[src/include/hot_swap_startup_sequencer_map.svh]
// timing constants support for the start-up sequencer
`ifndef HOT_SWAP_STARTUP_SEQUENCER_MAP_SVH
`define HOT_SWAP_STARTUP_SEQUENCER_MAP_SVH

// ****************************************
// timing
// ****************************************
`define HSS_CLK_HZ 20000000
`define HSS_TIMER_PERIOD_US 6200
`define HSS_TIMER_CYCLES ((`HSS_TIMER_PERIOD_US * (`HSS_CLK_HZ / 1000000)))
`define HSS_GLITCH_SHALLOW_US 20
`define HSS_GLITCH_SHALLOW_CYCLES ((`HSS_GLITCH_SHALLOW_US * (`HSS_CLK_HZ / 1000000)))
`define HSS_GLITCH_DEEP_US 2
`define HSS_GLITCH_DEEP_CYCLES ((`HSS_GLITCH_DEEP_US * (`HSS_CLK_HZ / 1000000)))
`define HSS_TIMER_DISCHARGE_CYCLES 4

`endif

[src/include/hot_swap_startup_sequencer_pkg.sv]
// types for the start-up sequencer
package hot_swap_startup_sequencer_pkg;

    typedef enum logic [2:0] {
        ST_LOCKOUT,
        ST_WAIT_ENABLE,
        ST_GATE_CHECK,
        ST_FIRST_TIMING,
        ST_DISCHARGE,
        ST_PRESTART_CHECK,
        ST_SOFT_START,
        ST_RUN
    } seq_state_type;

    typedef struct packed {
        logic supply_ok;
        logic enable_high;
        logic enable_low;
        logic feedback_low;
        logic feedback_high;
        logic feedback_deep_low;
        logic gate_off;
        logic filter_low;
        logic fault_high;
    } comparator_type;

    typedef struct packed {
        logic gate_enable;
        logic gate_pull_down;
        logic timer_charge;
        logic timer_discharge_switch;
        logic filter_pull_down;
        logic reset_oe_b;
        logic soft_start_active;
    } drive_type;

endpackage

[src/verilog/hot_swap_startup_sequencer.sv]
// start-up, supervision and system reset sequencer of a hot swap controller
`include "hot_swap_startup_sequencer_map.svh"

module hot_swap_startup_sequencer #(
    parameter int TIMER_CYCLES = `HSS_TIMER_CYCLES,
    parameter int GLITCH_SHALLOW_CYCLES = `HSS_GLITCH_SHALLOW_CYCLES,
    parameter int GLITCH_DEEP_CYCLES = `HSS_GLITCH_DEEP_CYCLES
) (
    // clock and reset
    input wire logic clk_i,
    input wire logic rst_b_i,
    // comparator decisions from the analog front end
    input wire hot_swap_startup_sequencer_pkg::comparator_type cmp_i,
    // drive outputs
    output hot_swap_startup_sequencer_pkg::drive_type drive_o,
    output logic system_reset_b_o,
    output logic lockout_o,
    output logic power_good_o,
    output hot_swap_startup_sequencer_pkg::seq_state_type state_o
);
    import hot_swap_startup_sequencer_pkg::*;

    localparam int TW = $clog2(TIMER_CYCLES + 1);
    localparam int GW = $clog2(GLITCH_SHALLOW_CYCLES + 1);

    // ****************************************
    // parameter checks
    // ****************************************
    if (TIMER_CYCLES < 2 || GLITCH_DEEP_CYCLES < 1 ||
        GLITCH_SHALLOW_CYCLES < GLITCH_DEEP_CYCLES) begin : g_bad_timing
        $error("hot_swap_startup_sequencer: bad timing parameters");
    end
    if (`HSS_TIMER_DISCHARGE_CYCLES < 1 ||
        `HSS_TIMER_DISCHARGE_CYCLES > 8) begin : g_bad_discharge
        $error("hot_swap_startup_sequencer: discharge count must fit three bits");
    end

    // ****************************************
    // input synchronisers
    // ****************************************
    comparator_type meta_q;
    comparator_type cmp_q;

    always_ff @(posedge clk_i or negedge rst_b_i) begin
        if (!rst_b_i) begin
            meta_q <= '0;
            cmp_q <= '0;
        end else begin
            meta_q <= cmp_i;
            cmp_q <= meta_q;
        end
    end

    // ****************************************
    // sequencer state
    // ****************************************
    seq_state_type state_q;
    seq_state_type state_d;
    logic [TW-1:0] timer_q;
    logic [TW-1:0] timer_d;
    logic [2:0] dis_q;
    logic [2:0] dis_d;
    logic ext_lock_q;
    logic ext_lock_d;
    logic enable_q;
    logic enable_d;

    // enable hysteresis: set above high level, clear below low level
    wire enable_set = cmp_q.enable_high;
    wire enable_clear = cmp_q.enable_low;
    assign enable_d = enable_set ? 1'b1 : (enable_clear ? 1'b0 : enable_q);

    wire supply_bad = !cmp_q.supply_ok;
    wire enable_off = !enable_q;
    wire timer_done = (timer_q == TW'(TIMER_CYCLES - 1));
    wire timer_running = (state_q == ST_FIRST_TIMING) || (state_q == ST_SOFT_START);
    wire discharge_done = (dis_q == 3'(`HSS_TIMER_DISCHARGE_CYCLES - 1));
    wire gate_is_off = cmp_q.gate_off;
    wire prestart_ok = cmp_q.filter_low && cmp_q.fault_high;
    wire trip_low = !cmp_q.fault_high;
    wire may_start = enable_q && !ext_lock_q;

    always_comb begin
        state_d = state_q;
        timer_d = '0;
        dis_d = '0;
        ext_lock_d = ext_lock_q;
        if (supply_bad) begin
            state_d = ST_LOCKOUT;
            ext_lock_d = 1'b0;
        end else if (enable_off && state_q != ST_LOCKOUT) begin
            state_d = ST_WAIT_ENABLE;
            ext_lock_d = 1'b0;
        end else begin
            case (state_q)
                ST_LOCKOUT: begin
                    if (enable_d) begin
                        state_d = ST_GATE_CHECK;
                    end else begin
                        state_d = ST_WAIT_ENABLE;
                    end
                end
                ST_WAIT_ENABLE: begin
                    if (may_start) begin
                        state_d = ST_GATE_CHECK;
                    end
                end
                ST_GATE_CHECK: begin
                    if (gate_is_off) begin
                        state_d = ST_FIRST_TIMING;
                    end
                end
                ST_FIRST_TIMING: begin
                    timer_d = timer_q + TW'(1);
                    if (timer_done) begin
                        timer_d = '0;
                        state_d = ST_DISCHARGE;
                    end
                end
                ST_DISCHARGE: begin
                    dis_d = dis_q + 3'd1;
                    if (discharge_done) begin
                        state_d = ST_PRESTART_CHECK;
                    end
                end
                ST_PRESTART_CHECK: begin
                    if (prestart_ok) begin
                        state_d = ST_SOFT_START;
                    end
                end
                ST_SOFT_START: begin
                    timer_d = timer_q + TW'(1);
                    if (timer_done) begin
                        timer_d = '0;
                        state_d = ST_RUN;
                    end
                end
                ST_RUN: begin
                    if (trip_low) begin
                        ext_lock_d = 1'b1;
                        state_d = ST_WAIT_ENABLE;
                    end
                end
                default: state_d = ST_LOCKOUT;
            endcase
        end
    end

    always_ff @(posedge clk_i or negedge rst_b_i) begin
        if (!rst_b_i) begin
            state_q <= ST_LOCKOUT;
            timer_q <= '0;
            dis_q <= '0;
            ext_lock_q <= 1'b0;
            enable_q <= 1'b0;
        end else begin
            state_q <= state_d;
            timer_q <= timer_d;
            dis_q <= dis_d;
            ext_lock_q <= ext_lock_d;
            enable_q <= enable_d;
        end
    end

    // ****************************************
    // feedback glitch filter
    // ****************************************
    logic [GW-1:0] glitch_q;
    logic fb_bad_q;
    wire fb_low_now = cmp_q.feedback_low;
    wire [GW-1:0] glitch_limit = cmp_q.feedback_deep_low ?
        GW'(GLITCH_DEEP_CYCLES - 1) : GW'(GLITCH_SHALLOW_CYCLES - 1);
    wire fb_clear = cmp_q.feedback_high;
    wire glitch_expired = (glitch_q >= glitch_limit);

    always_ff @(posedge clk_i or negedge rst_b_i) begin
        if (!rst_b_i) begin
            glitch_q <= '0;
            fb_bad_q <= 1'b1;
        end else if (!fb_low_now) begin
            glitch_q <= '0;
            if (fb_clear) begin
                fb_bad_q <= 1'b0;
            end
        end else if (glitch_expired) begin
            fb_bad_q <= 1'b1;
        end else begin
            glitch_q <= glitch_q + GW'(1);
        end
    end

    // ****************************************
    // power-good timing cycle
    // ****************************************
    logic [TW-1:0] good_q;
    logic good_q_done;
    logic release_q;
    wire pg_timing = (state_q == ST_RUN) && !fb_bad_q;
    wire good_full = (good_q == TW'(TIMER_CYCLES - 1));
    wire good_count_en = !good_q_done;

    always_ff @(posedge clk_i or negedge rst_b_i) begin
        if (!rst_b_i) begin
            good_q <= '0;
            good_q_done <= 1'b0;
        end else if (!pg_timing) begin
            good_q <= '0;
            good_q_done <= 1'b0;
        end else if (good_full) begin
            good_q_done <= 1'b1;
        end else if (good_count_en) begin
            good_q <= good_q + TW'(1);
        end
    end

    // ****************************************
    // system reset release
    // ****************************************
    logic released_once_q;
    logic released_once_d;
    logic release_d;
    wire run_now = (state_q == ST_RUN);
    wire run_next = (state_d == ST_RUN);
    wire hold_reset = !run_now || !run_next || fb_bad_q;
    wire first_release = !released_once_q && cmp_q.feedback_high;

    // first release at soft-start end, later releases after a full cycle
    always_comb begin
        release_d = release_q;
        released_once_d = released_once_q;
        if (hold_reset) begin
            release_d = 1'b0;
            if (!run_now) begin
                released_once_d = 1'b0;
            end
        end else if (first_release) begin
            release_d = 1'b1;
            released_once_d = 1'b1;
        end else if (good_q_done) begin
            release_d = 1'b1;
        end
    end

    always_ff @(posedge clk_i or negedge rst_b_i) begin
        if (!rst_b_i) begin
            released_once_q <= 1'b0;
            release_q <= 1'b0;
        end else begin
            released_once_q <= released_once_d;
            release_q <= release_d;
        end
    end

    // ****************************************
    // outputs
    // ****************************************
    wire gate_on = (state_q == ST_SOFT_START) || (state_q == ST_RUN);
    wire in_soft_start = (state_q == ST_SOFT_START);
    wire in_lockout = (state_q == ST_LOCKOUT);
    wire timer_idle = !timer_running;
    drive_type drive_q;

    always_ff @(posedge clk_i or negedge rst_b_i) begin
        if (!rst_b_i) begin
            drive_q <= '{gate_enable: 1'b0, gate_pull_down: 1'b1, timer_charge: 1'b0,
                timer_discharge_switch: 1'b1, filter_pull_down: 1'b1,
                reset_oe_b: 1'b0, soft_start_active: 1'b0};
        end else begin
            drive_q.gate_enable <= gate_on;
            drive_q.gate_pull_down <= !gate_on;
            drive_q.timer_charge <= timer_running;
            drive_q.timer_discharge_switch <= timer_idle;
            drive_q.filter_pull_down <= !gate_on;
            drive_q.reset_oe_b <= release_d;
            drive_q.soft_start_active <= in_soft_start;
        end
    end

    assign drive_o = drive_q;
    assign system_reset_b_o = release_q;
    assign lockout_o = in_lockout;
    assign power_good_o = !fb_bad_q;
    assign state_o = state_q;

endmodule

[config.mk]
export PLATFORM = sky130hd
export DESIGN_NAME = hot_swap_startup_sequencer
export DESIGN_NICKNAME = d
export VERILOG_FILES = /design/src/include/hot_swap_startup_sequencer_pkg.sv /design/src/verilog/hot_swap_startup_sequencer.sv
export VERILOG_INCLUDE_DIRS = /design/src /design/src/include
export SDC_FILE = /design/constraint.sdc
export NUM_CORES = 1
export LEC_CHECK = 0
export BUFFER_PORTS_ARGS = -buffer_cell sky130_fd_sc_hd__buf_2
export CORE_ASPECT_RATIO = 0.9
export CORE_MARGIN = 5
export CORE_UTILIZATION = 45
export CTS_BUF_LIST = sky130_fd_sc_hd__clkbuf_8
export DETAILED_ROUTE_END_ITERATION = 12
export HOLD_SLACK_MARGIN = 0.02
export SLEW_MARGIN = 25
export SYNTH_ARGS = -nofsm -noshare
export SYNTH_HDL_FRONTEND = slang
export SYNTH_SLANG_ARGS = --single-unit
[constraint.sdc]
create_clock -name clk_i -period 3.1 [get_ports clk_i]
set_clock_uncertainty 0.1 [all_clocks]
set_input_delay 0.62 -clock clk_i [delete_from_list [all_inputs] [get_ports clk_i]]
set_output_delay 0.62 -clock clk_i [all_outputs]
set_load 0.02 [all_outputs]
==> results of run 1 <==
[where the power goes]
part / internal (W) / switching (W) / leakage (nW) / total, W
Clock: 0.000393 / 0.000419 / 0.109 / 0.000812
Combinational: 0.0000412 / 0.0000768 / 0.625 / 0.000118
Sequential: 0.00104 / 0.0000361 / 1.03 / 0.00108
Total: 0.00148 / 0.000532 / 1.76 / 0.00201
[cells in the final DEF, fill, tap and decap left out, types with 4 or more instances in the layout]
cell	synthesis	routed
sky130_fd_sc_hd__clkbuf_8	0	9
sky130_fd_sc_hd__dfrtp_1	75	75
sky130_fd_sc_hd__nand3_1	20	20
sky130_fd_sc_hd__a211oi_1	4	4
sky130_fd_sc_hd__and3_1	4	4
sky130_fd_sc_hd__a21oi_1	24	24
sky130_fd_sc_hd__nor2_1	31	31
sky130_fd_sc_hd__nand2_1	30	30
sky130_fd_sc_hd__or4_1	8	8
sky130_fd_sc_hd__mux2i_1	9	9
sky130_fd_sc_hd__and4_1	4	4
sky130_fd_sc_hd__o21ai_0	11	11
sky130_fd_sc_hd__xnor2_1	5	5
sky130_fd_sc_hd__inv_1	13	13
sky130_fd_sc_hd__nand2b_1	8	8
sky130_fd_sc_hd__or3_1	9	9
sky130_fd_sc_hd__xor2_1	12	12
sky130_fd_sc_hd__buf_2	4	22
sky130_fd_sc_hd__nand4_1	12	12
sky130_fd_sc_hd__o31ai_1	7	7
sky130_fd_sc_hd__ha_1	9	9
[Yosys cell counts (5+ instances only)]
| cell | instances |
|---|---|
| sky130_fd_sc_hd__a21oi_1 | 24 |
| sky130_fd_sc_hd__dfrtp_1 | 75 |
| sky130_fd_sc_hd__ha_1 | 9 |
| sky130_fd_sc_hd__inv_1 | 13 |
| sky130_fd_sc_hd__mux2i_1 | 9 |
| sky130_fd_sc_hd__nand2_1 | 30 |
| sky130_fd_sc_hd__nand2b_1 | 8 |
| sky130_fd_sc_hd__nand3_1 | 20 |
| sky130_fd_sc_hd__nand4_1 | 12 |
| sky130_fd_sc_hd__nor2_1 | 31 |
| sky130_fd_sc_hd__o21ai_0 | 11 |
| sky130_fd_sc_hd__o31ai_1 | 7 |
| sky130_fd_sc_hd__or3_1 | 9 |
| sky130_fd_sc_hd__or4_1 | 8 |
| sky130_fd_sc_hd__xnor2_1 | 5 |
| sky130_fd_sc_hd__xor2_1 | 12 |
[layer usage]
metal	track usage, %	share of wire [%]	up-vias
li1	-	-	1297
met1	19.5	48	1276
met2	24.0	46	43
met3	4.74	4.2	7
met4	4.90	1.4	0
met5	0	0	-
[logic make-up (layout without fill, tap and decap cells)]
logic type | Yosys count | count (layout) | synth area share [%]
AND/OR/NAND/NOR | 155 | 155 | 24.3
multiplexers | 10 | 10 | 2.78
buffers and inverters | 24 | 54 | 2.92
adder cells (fa/ha/maj) | 9 | 9 | 3.09
XOR/XNOR | 17 | 17 | 4.08
flip-flops | 78 | 78 | 53.6
AO/OA/AOI/OAI | 55 | 55 | 9.19
[metrics by stage]
stage	setup WS (ns)	power (W)	hold WS (ns)
final	0.696	0.00201	0.143
after global routing	0.576	0.00210	0.199
after CTS	0.687	0.00204	0.183
after detailed placement	0.971	0.00122	0.235
after global placement	1.07	0.00122	0.233
after floorplan	1.12	0.00116	0.224
[path summary, 6_finish.rpt]
| check | startpoint | to | slack, ns |
|---|---|---|---|
| max reg2reg | good_q[0] | good_q[4] | 0.92 |
| min in group clk_i | meta_q[4] | fb_clear | 0.25 |
| max in group asynchronous | rst_b_i | drive_o[3] | 2.37 |
| max | state_o[0] | lockout_o | 0.70 |
| min reg2reg | meta_q[4] | fb_clear | 0.25 |
| min | rst_b_i | good_q[15] | 0.14 |
[registers in the layout, indices dropped and copies added, names as in the netlist]
name and cells:
cmp_q 4, dis_q 3, drive_o 6, enable_clear 1, enable_q 1, enable_set 1, ext_lock_q 1, fb_bad_q 1
fb_clear 1, fb_low_now 1, gate_is_off 1, glitch_q 9, good_q 17, good_q_done 1, meta_q 9, released_once_q 1
state_o 3, timer_q 17
[area by class of cell]
| cell class | instances | share of cell area (%) |
|---|---|---|
| well taps | 99 | 3.04 |
| inverters | 13 | 1.20 |
| clock inverters | 7 | 2.15 |
| repair buffers | 25 | 3.57 |
| flip-flops and latches | 78 | 48.0 |
| clock buffers | 9 | 3.04 |
| multi-input cells | 246 | 38.9 |
==> impl_metrics.ini, run 1 <==
[run_status]
outcome = completed

[cells_and_area]
syn2layout_area_growth_pct = 11.6
final_cell_count_no_fill = 477
post-route-cell-area_um2 = 4070
postLayoutCoreUtil_pct = 50.9
antenna_cells = 0
nFillCells = 741
post_route_cells_drive_above_1_share_pct = 15.6
seq_area_um2 = 1960
layout.nets = 393
multi_input_area_um2 = 1590

[pwr]
max-vdd-ir-drop_v = 0.000271
power_density_nw_per_um2 = 493
p_leak_nw = 1.76

[die]
dieArea_um2 = 10000
ios = 24
row_count = 31
die_w_um = 105
dieHeight_um = 95.4
initial_utilization_pct = 45.6
coreArea_um2 = 7990

[logic_synthesis]
ys_seq_elements = 78
post_synthesis_instance_area_um2 = 3650
synth_fp_nets = 368
yosys-top-cells-area = sky130_fd_sc_hd__dfrtp_1 (51%), sky130_fd_sc_hd__a21oi_1 (3.3%), sky130_fd_sc_hd__nor2_1 (3.2%)
synth_enable_flop_cells = 0
synth_ff_type = sky130_fd_sc_hd__dfrtp_1
yosys.area.top_type_share_pct = 51.5
avgSynthCellArea_um2 = 10.5
synth.lib_cells_used.distinct = 52
instance_count_of_the_mapped_netlist = 348
synthDominantAreaCellType = sky130_fd_sc_hd__dfrtp_1
seq_area_frac_synth_pct = 53.6
synth_warnings = 0
asyncSetResetFlopFracSynth_pct = 100

[route]
dr.first_iter.drc_count = 104
number_of_antenna_violating_nets_in_the_routed_design = 0
post_drt_via_cell_ratio = 5.50
detail_route.wl_per_cell_um = 14.4
detail_route.first_pass.iterations = 5
final_routed_wirelength_um = 6860
dr_total_vias = 2623
drc_errors = 0

[place]
gp_congestion = 0.840
i_o_buffers = 23
placed_cells = 461
place.detailed.hpwl_um = 4590
postPlaceCellArea_um2 = 3860

[timing]
setup_tns_ns = 0
worst-slew-pin-transition_ns = 0.807
period_share_pct = 77.5
setup_repair_after_global_routing_missed_its_margin = false
hold_violations = 0
final-max-slew-violation-count = 0
finalWorstPathRequiredPeriod_ns = 2.40
max_clock_freq_mhz = 416
finalSetupViolations = 0
max_slew_margin_pct = 45.8

[grt]
grt_start_max_net_pins = 79
number_of_global_route_vias_before_repair = 2592
antenna_found_initial = 0
groute.usage.overall_pct = 15.0
first_pass_grt_wire_length_um = 12100
grt.overflow.total = 0

[critical_path]
worst_setup_path_start_kind = flip-flop
critical_path.endpoint_type = output port
cp.required_ns = 2.38
worstSetupPathType = flip-flop to output port
cp.depth = 2
worstPathCellList = nor3_1 > buf_2
arrival_ns = 1.68
slowest_delay_ns = 0.57
r2r_cells = 5
worst-path-max-fanout = 16
cp.buffers_inverters = 1
crit_family = flip-flops
timing.critical_path.slowest_stage_cell = sky130_fd_sc_hd__dfrtp_1

[flow_run]
drv.max_cap_violation_count = 0

[clocking]
ctsResizeCount = 0
clock_tree.buffer_depth = 2
clock_latency_ns = 0.36
ctsRootBufferMaster = sky130_fd_sc_hd__clkbuf_8
clock_sink_count = 78
clock_tree.htree_level_count = 3
holdBufCountCts = 0
cts_tree = built
clk_pin_slew_ns = 0.09
postCtsSetupBuffers = 0
numCtsBuffers = 9

[hold_path]
hold_path_class = input pin to async pin
Note: power is estimated with default switching activity, not from simulation.
==> run 2: changes to the inputs <==
==> constraint.sdc (replaced) <==
create_clock -name clk_i -period 2 [get_ports clk_i]
set_clock_uncertainty 0.1 [all_clocks]
set_input_delay 0.4 -clock clk_i [delete_from_list [all_inputs] [get_ports clk_i]]
set_output_delay 0.4 -clock clk_i [all_outputs]
set_load 0.02 [all_outputs]
==> impl_metrics.ini, run 2 (synthesized netlist as in run 1, its figures left out) <==
[critical_path]
slowest_delay_ns = 0.49
arrival_ns = 2.08
worstReg2RegStart = cmp_q[3]
critical_path.endpoint_type = flip-flop
crit_family = simple AND/OR/NAND/NOR gates
cp.buffers_inverters = 0
r2r_cells = 5
worst_setup_path_start_kind = flip-flop
worst-path-max-fanout = 4
worstPathCellList = ha_1 > nand3_1 > nand4_1 > or4_1 > a21oi_1
worstSetupPathType = flip-flop to flip-flop
setup.reg_to_reg.worst_slack_ns = 0.11
timing.critical_path.slowest_stage_cell = sky130_fd_sc_hd__or4_1
rr_endpoint = glitch_q[8]
cp.required_ns = 2.19

[clocking]
numCtsBuffers = 9
ctsRootBufferMaster = sky130_fd_sc_hd__clkbuf_8
cts_tree = built
clock_tree.htree_level_count = 3
clock_sink_count = 78
clock_tree.buffer_depth = 2
clock_latency_ns = 0.36
clk_pin_slew_ns = 0.08

[die]
dieArea_um2 = 10000
coreArea_um2 = 7990
row_count = 31
initial_utilization_pct = 45.6
dieHeight_um = 95.4
ios = 24
die_w_um = 105

[timing]
final-max-slew-violation-count = 0
setup_tns_ns = 0
hold_violations = 0
max_slew_margin_pct = 70.9
period_share_pct = 94.7
worst-slew-pin-transition_ns = 0.437
max_clock_freq_mhz = 528
finalWorstPathRequiredPeriod_ns = 1.89
finalSetupViolations = 0

[route]
number_of_antenna_violating_nets_in_the_routed_design = 0
dr.first_iter.drc_count = 74
detail_route.first_pass.iterations = 6
drc_errors = 0
dr_total_vias = 2758
final_routed_wirelength_um = 6990
post_drt_via_cell_ratio = 5.52
detail_route.wl_per_cell_um = 14.0

[flow_run]
drv.max_cap_violation_count = 0

[place]
gp_congestion = 0.881
i_o_buffers = 23
place.detailed.hpwl_um = 4970

[cells_and_area]
post_route_cells_drive_above_1_share_pct = 21.2
antenna_cells = 0
mostFrequentLayoutCell = sky130_fd_sc_hd__dfrtp_1
mostFrequentLayoutCells = sky130_fd_sc_hd__dfrtp_1 (72), sky130_fd_sc_hd__nor2_1 (31), sky130_fd_sc_hd__nand2_1 (30)
syn2layout_area_growth_pct = 17.7
layout.nets = 416
layout_top_registers = good_q: 17 flops, timer_q: 17 flops

[pwr]
max-vdd-ir-drop_v = 0.000479
p_leak_nw = 1.87
power.total_w = 0.00319
power_density_nw_per_um2 = 744

[grt]
antenna_found_initial = 0
number_of_global_route_vias_before_repair = 2717
grt_start_max_net_pins = 31
first_pass_grt_wire_length_um = 12600
grt.overflow.total = 0
groute.usage.overall_pct = 15.6

[run_status]
outcome = completed

[hold_path]
worstHoldEndpoint = meta_q[0]
min_path_cells = 1
hold_path_class = input pin to flip-flop
timing.hold.worst.start = cmp_i[0]
-- run 2: cell types whose count changed in the layout (fill, tap and decap cells not counted), moves of 2 or more --
| cell | delta |
|---|---|
| sky130_fd_sc_hd__inv_8 | -2 |
| sky130_fd_sc_hd__dfrtp_1 | -3 |
| sky130_fd_sc_hd__inv_6 | -3 |
| sky130_fd_sc_hd__buf_4 | +20 |
| sky130_fd_sc_hd__dfrtp_2 | +3 |
| sky130_fd_sc_hd__dlygate4sd3_1 | +3 |
| sky130_fd_sc_hd__clkinvlp_4 | +2 |
| sky130_fd_sc_hd__a21oi_1 | -2 |
| sky130_fd_sc_hd__a21oi_2 | +2 |
-- run 2: layer usage --
metal / global-route usage, % / up-vias / wire (um)
met5: 0 / - / 0
met4: 5.96 / 0 / 138
met3: 5.01 / 13 / 293
met2: 24.8 / 39 / 3330
met1: 20.1 / 1356 / 3230
li1: - / 1350 / -
-- run 2: cell type report --
| cell class | count | area, um^2 |
|---|---|---|
| fill | 718 | 3700 |
| sequential | 78 | 1960 |
| multi-input combinational | 246 | 1610 |
| timing repair buffer | 48 | 325 |
| clock buffer | 10 | 138 |
| tap | 99 | 124 |
| clock inverter | 6 | 87.6 |
| inverter | 13 | 48.8 |
-- run 2: stage by stage --
stage                     utilization (%)  instances  hold slack [ns]  instance area [um^2]  setup slack, ns
after floorplan                         -        348          0.00441                  3650           0.0151
after global placement               50.0        479            0.233                  3990            0.110
after global routing                 53.7        500           0.0202                  4290         -0.00554
after CTS                            53.1        497           0.0205                  4240           0.0412
after detailed placement             50.0        479            0.236                  3990          0.00451
final                                53.7        500           0.0363                  4290            0.106
-- run 2: worst max path at each step --
stage / start / endpoint / slack [ns] / cells past startpoint
floorplan: state_o[0] / released_once_q / 0.02 / 3
global placement: cmp_q[3] / glitch_q[0] / 0.11 / 6
detailed placement: cmp_q[3] / glitch_q[1] / 0.005 / 6
CTS: state_o[1] / lockout_o / 0.04 / 3
global route: cmp_q[3] / glitch_q[8] / -0.006 / 5
finish: cmp_q[3] / glitch_q[8] / 0.11 / 5
-- run 2: worst reg2reg max path, stage by stage (launching register included) --
cell                      delay [ns]
sky130_fd_sc_hd__dfrtp_2        0.44
sky130_fd_sc_hd__ha_1           0.34
sky130_fd_sc_hd__nand3_1        0.14
sky130_fd_sc_hd__nand4_1        0.17
sky130_fd_sc_hd__or4_1          0.49
sky130_fd_sc_hd__a21oi_1        0.15
-- run 2: report_power, final --
group | switching (W) | leakage [nW] | total [W] | internal [W]
Clock | 0.000572 | 0.110 | 0.00131 | 0.000734
Combinational | 0.000133 | 0.739 | 0.000222 | 0.0000892
Sequential | 0.0000488 | 1.03 | 0.00167 | 0.00162
Total | 0.000754 | 1.87 | 0.00319 | 0.00244
-- run 2: repair_timing --
action,CTS,global route
buffers inserted,0,2
resized for setup,1,6
endpoints found under the setup margin,1,8
pin swaps,0,1
hold buffers,2,1
cloned,0,0
endpoints found under the hold margin,26,1
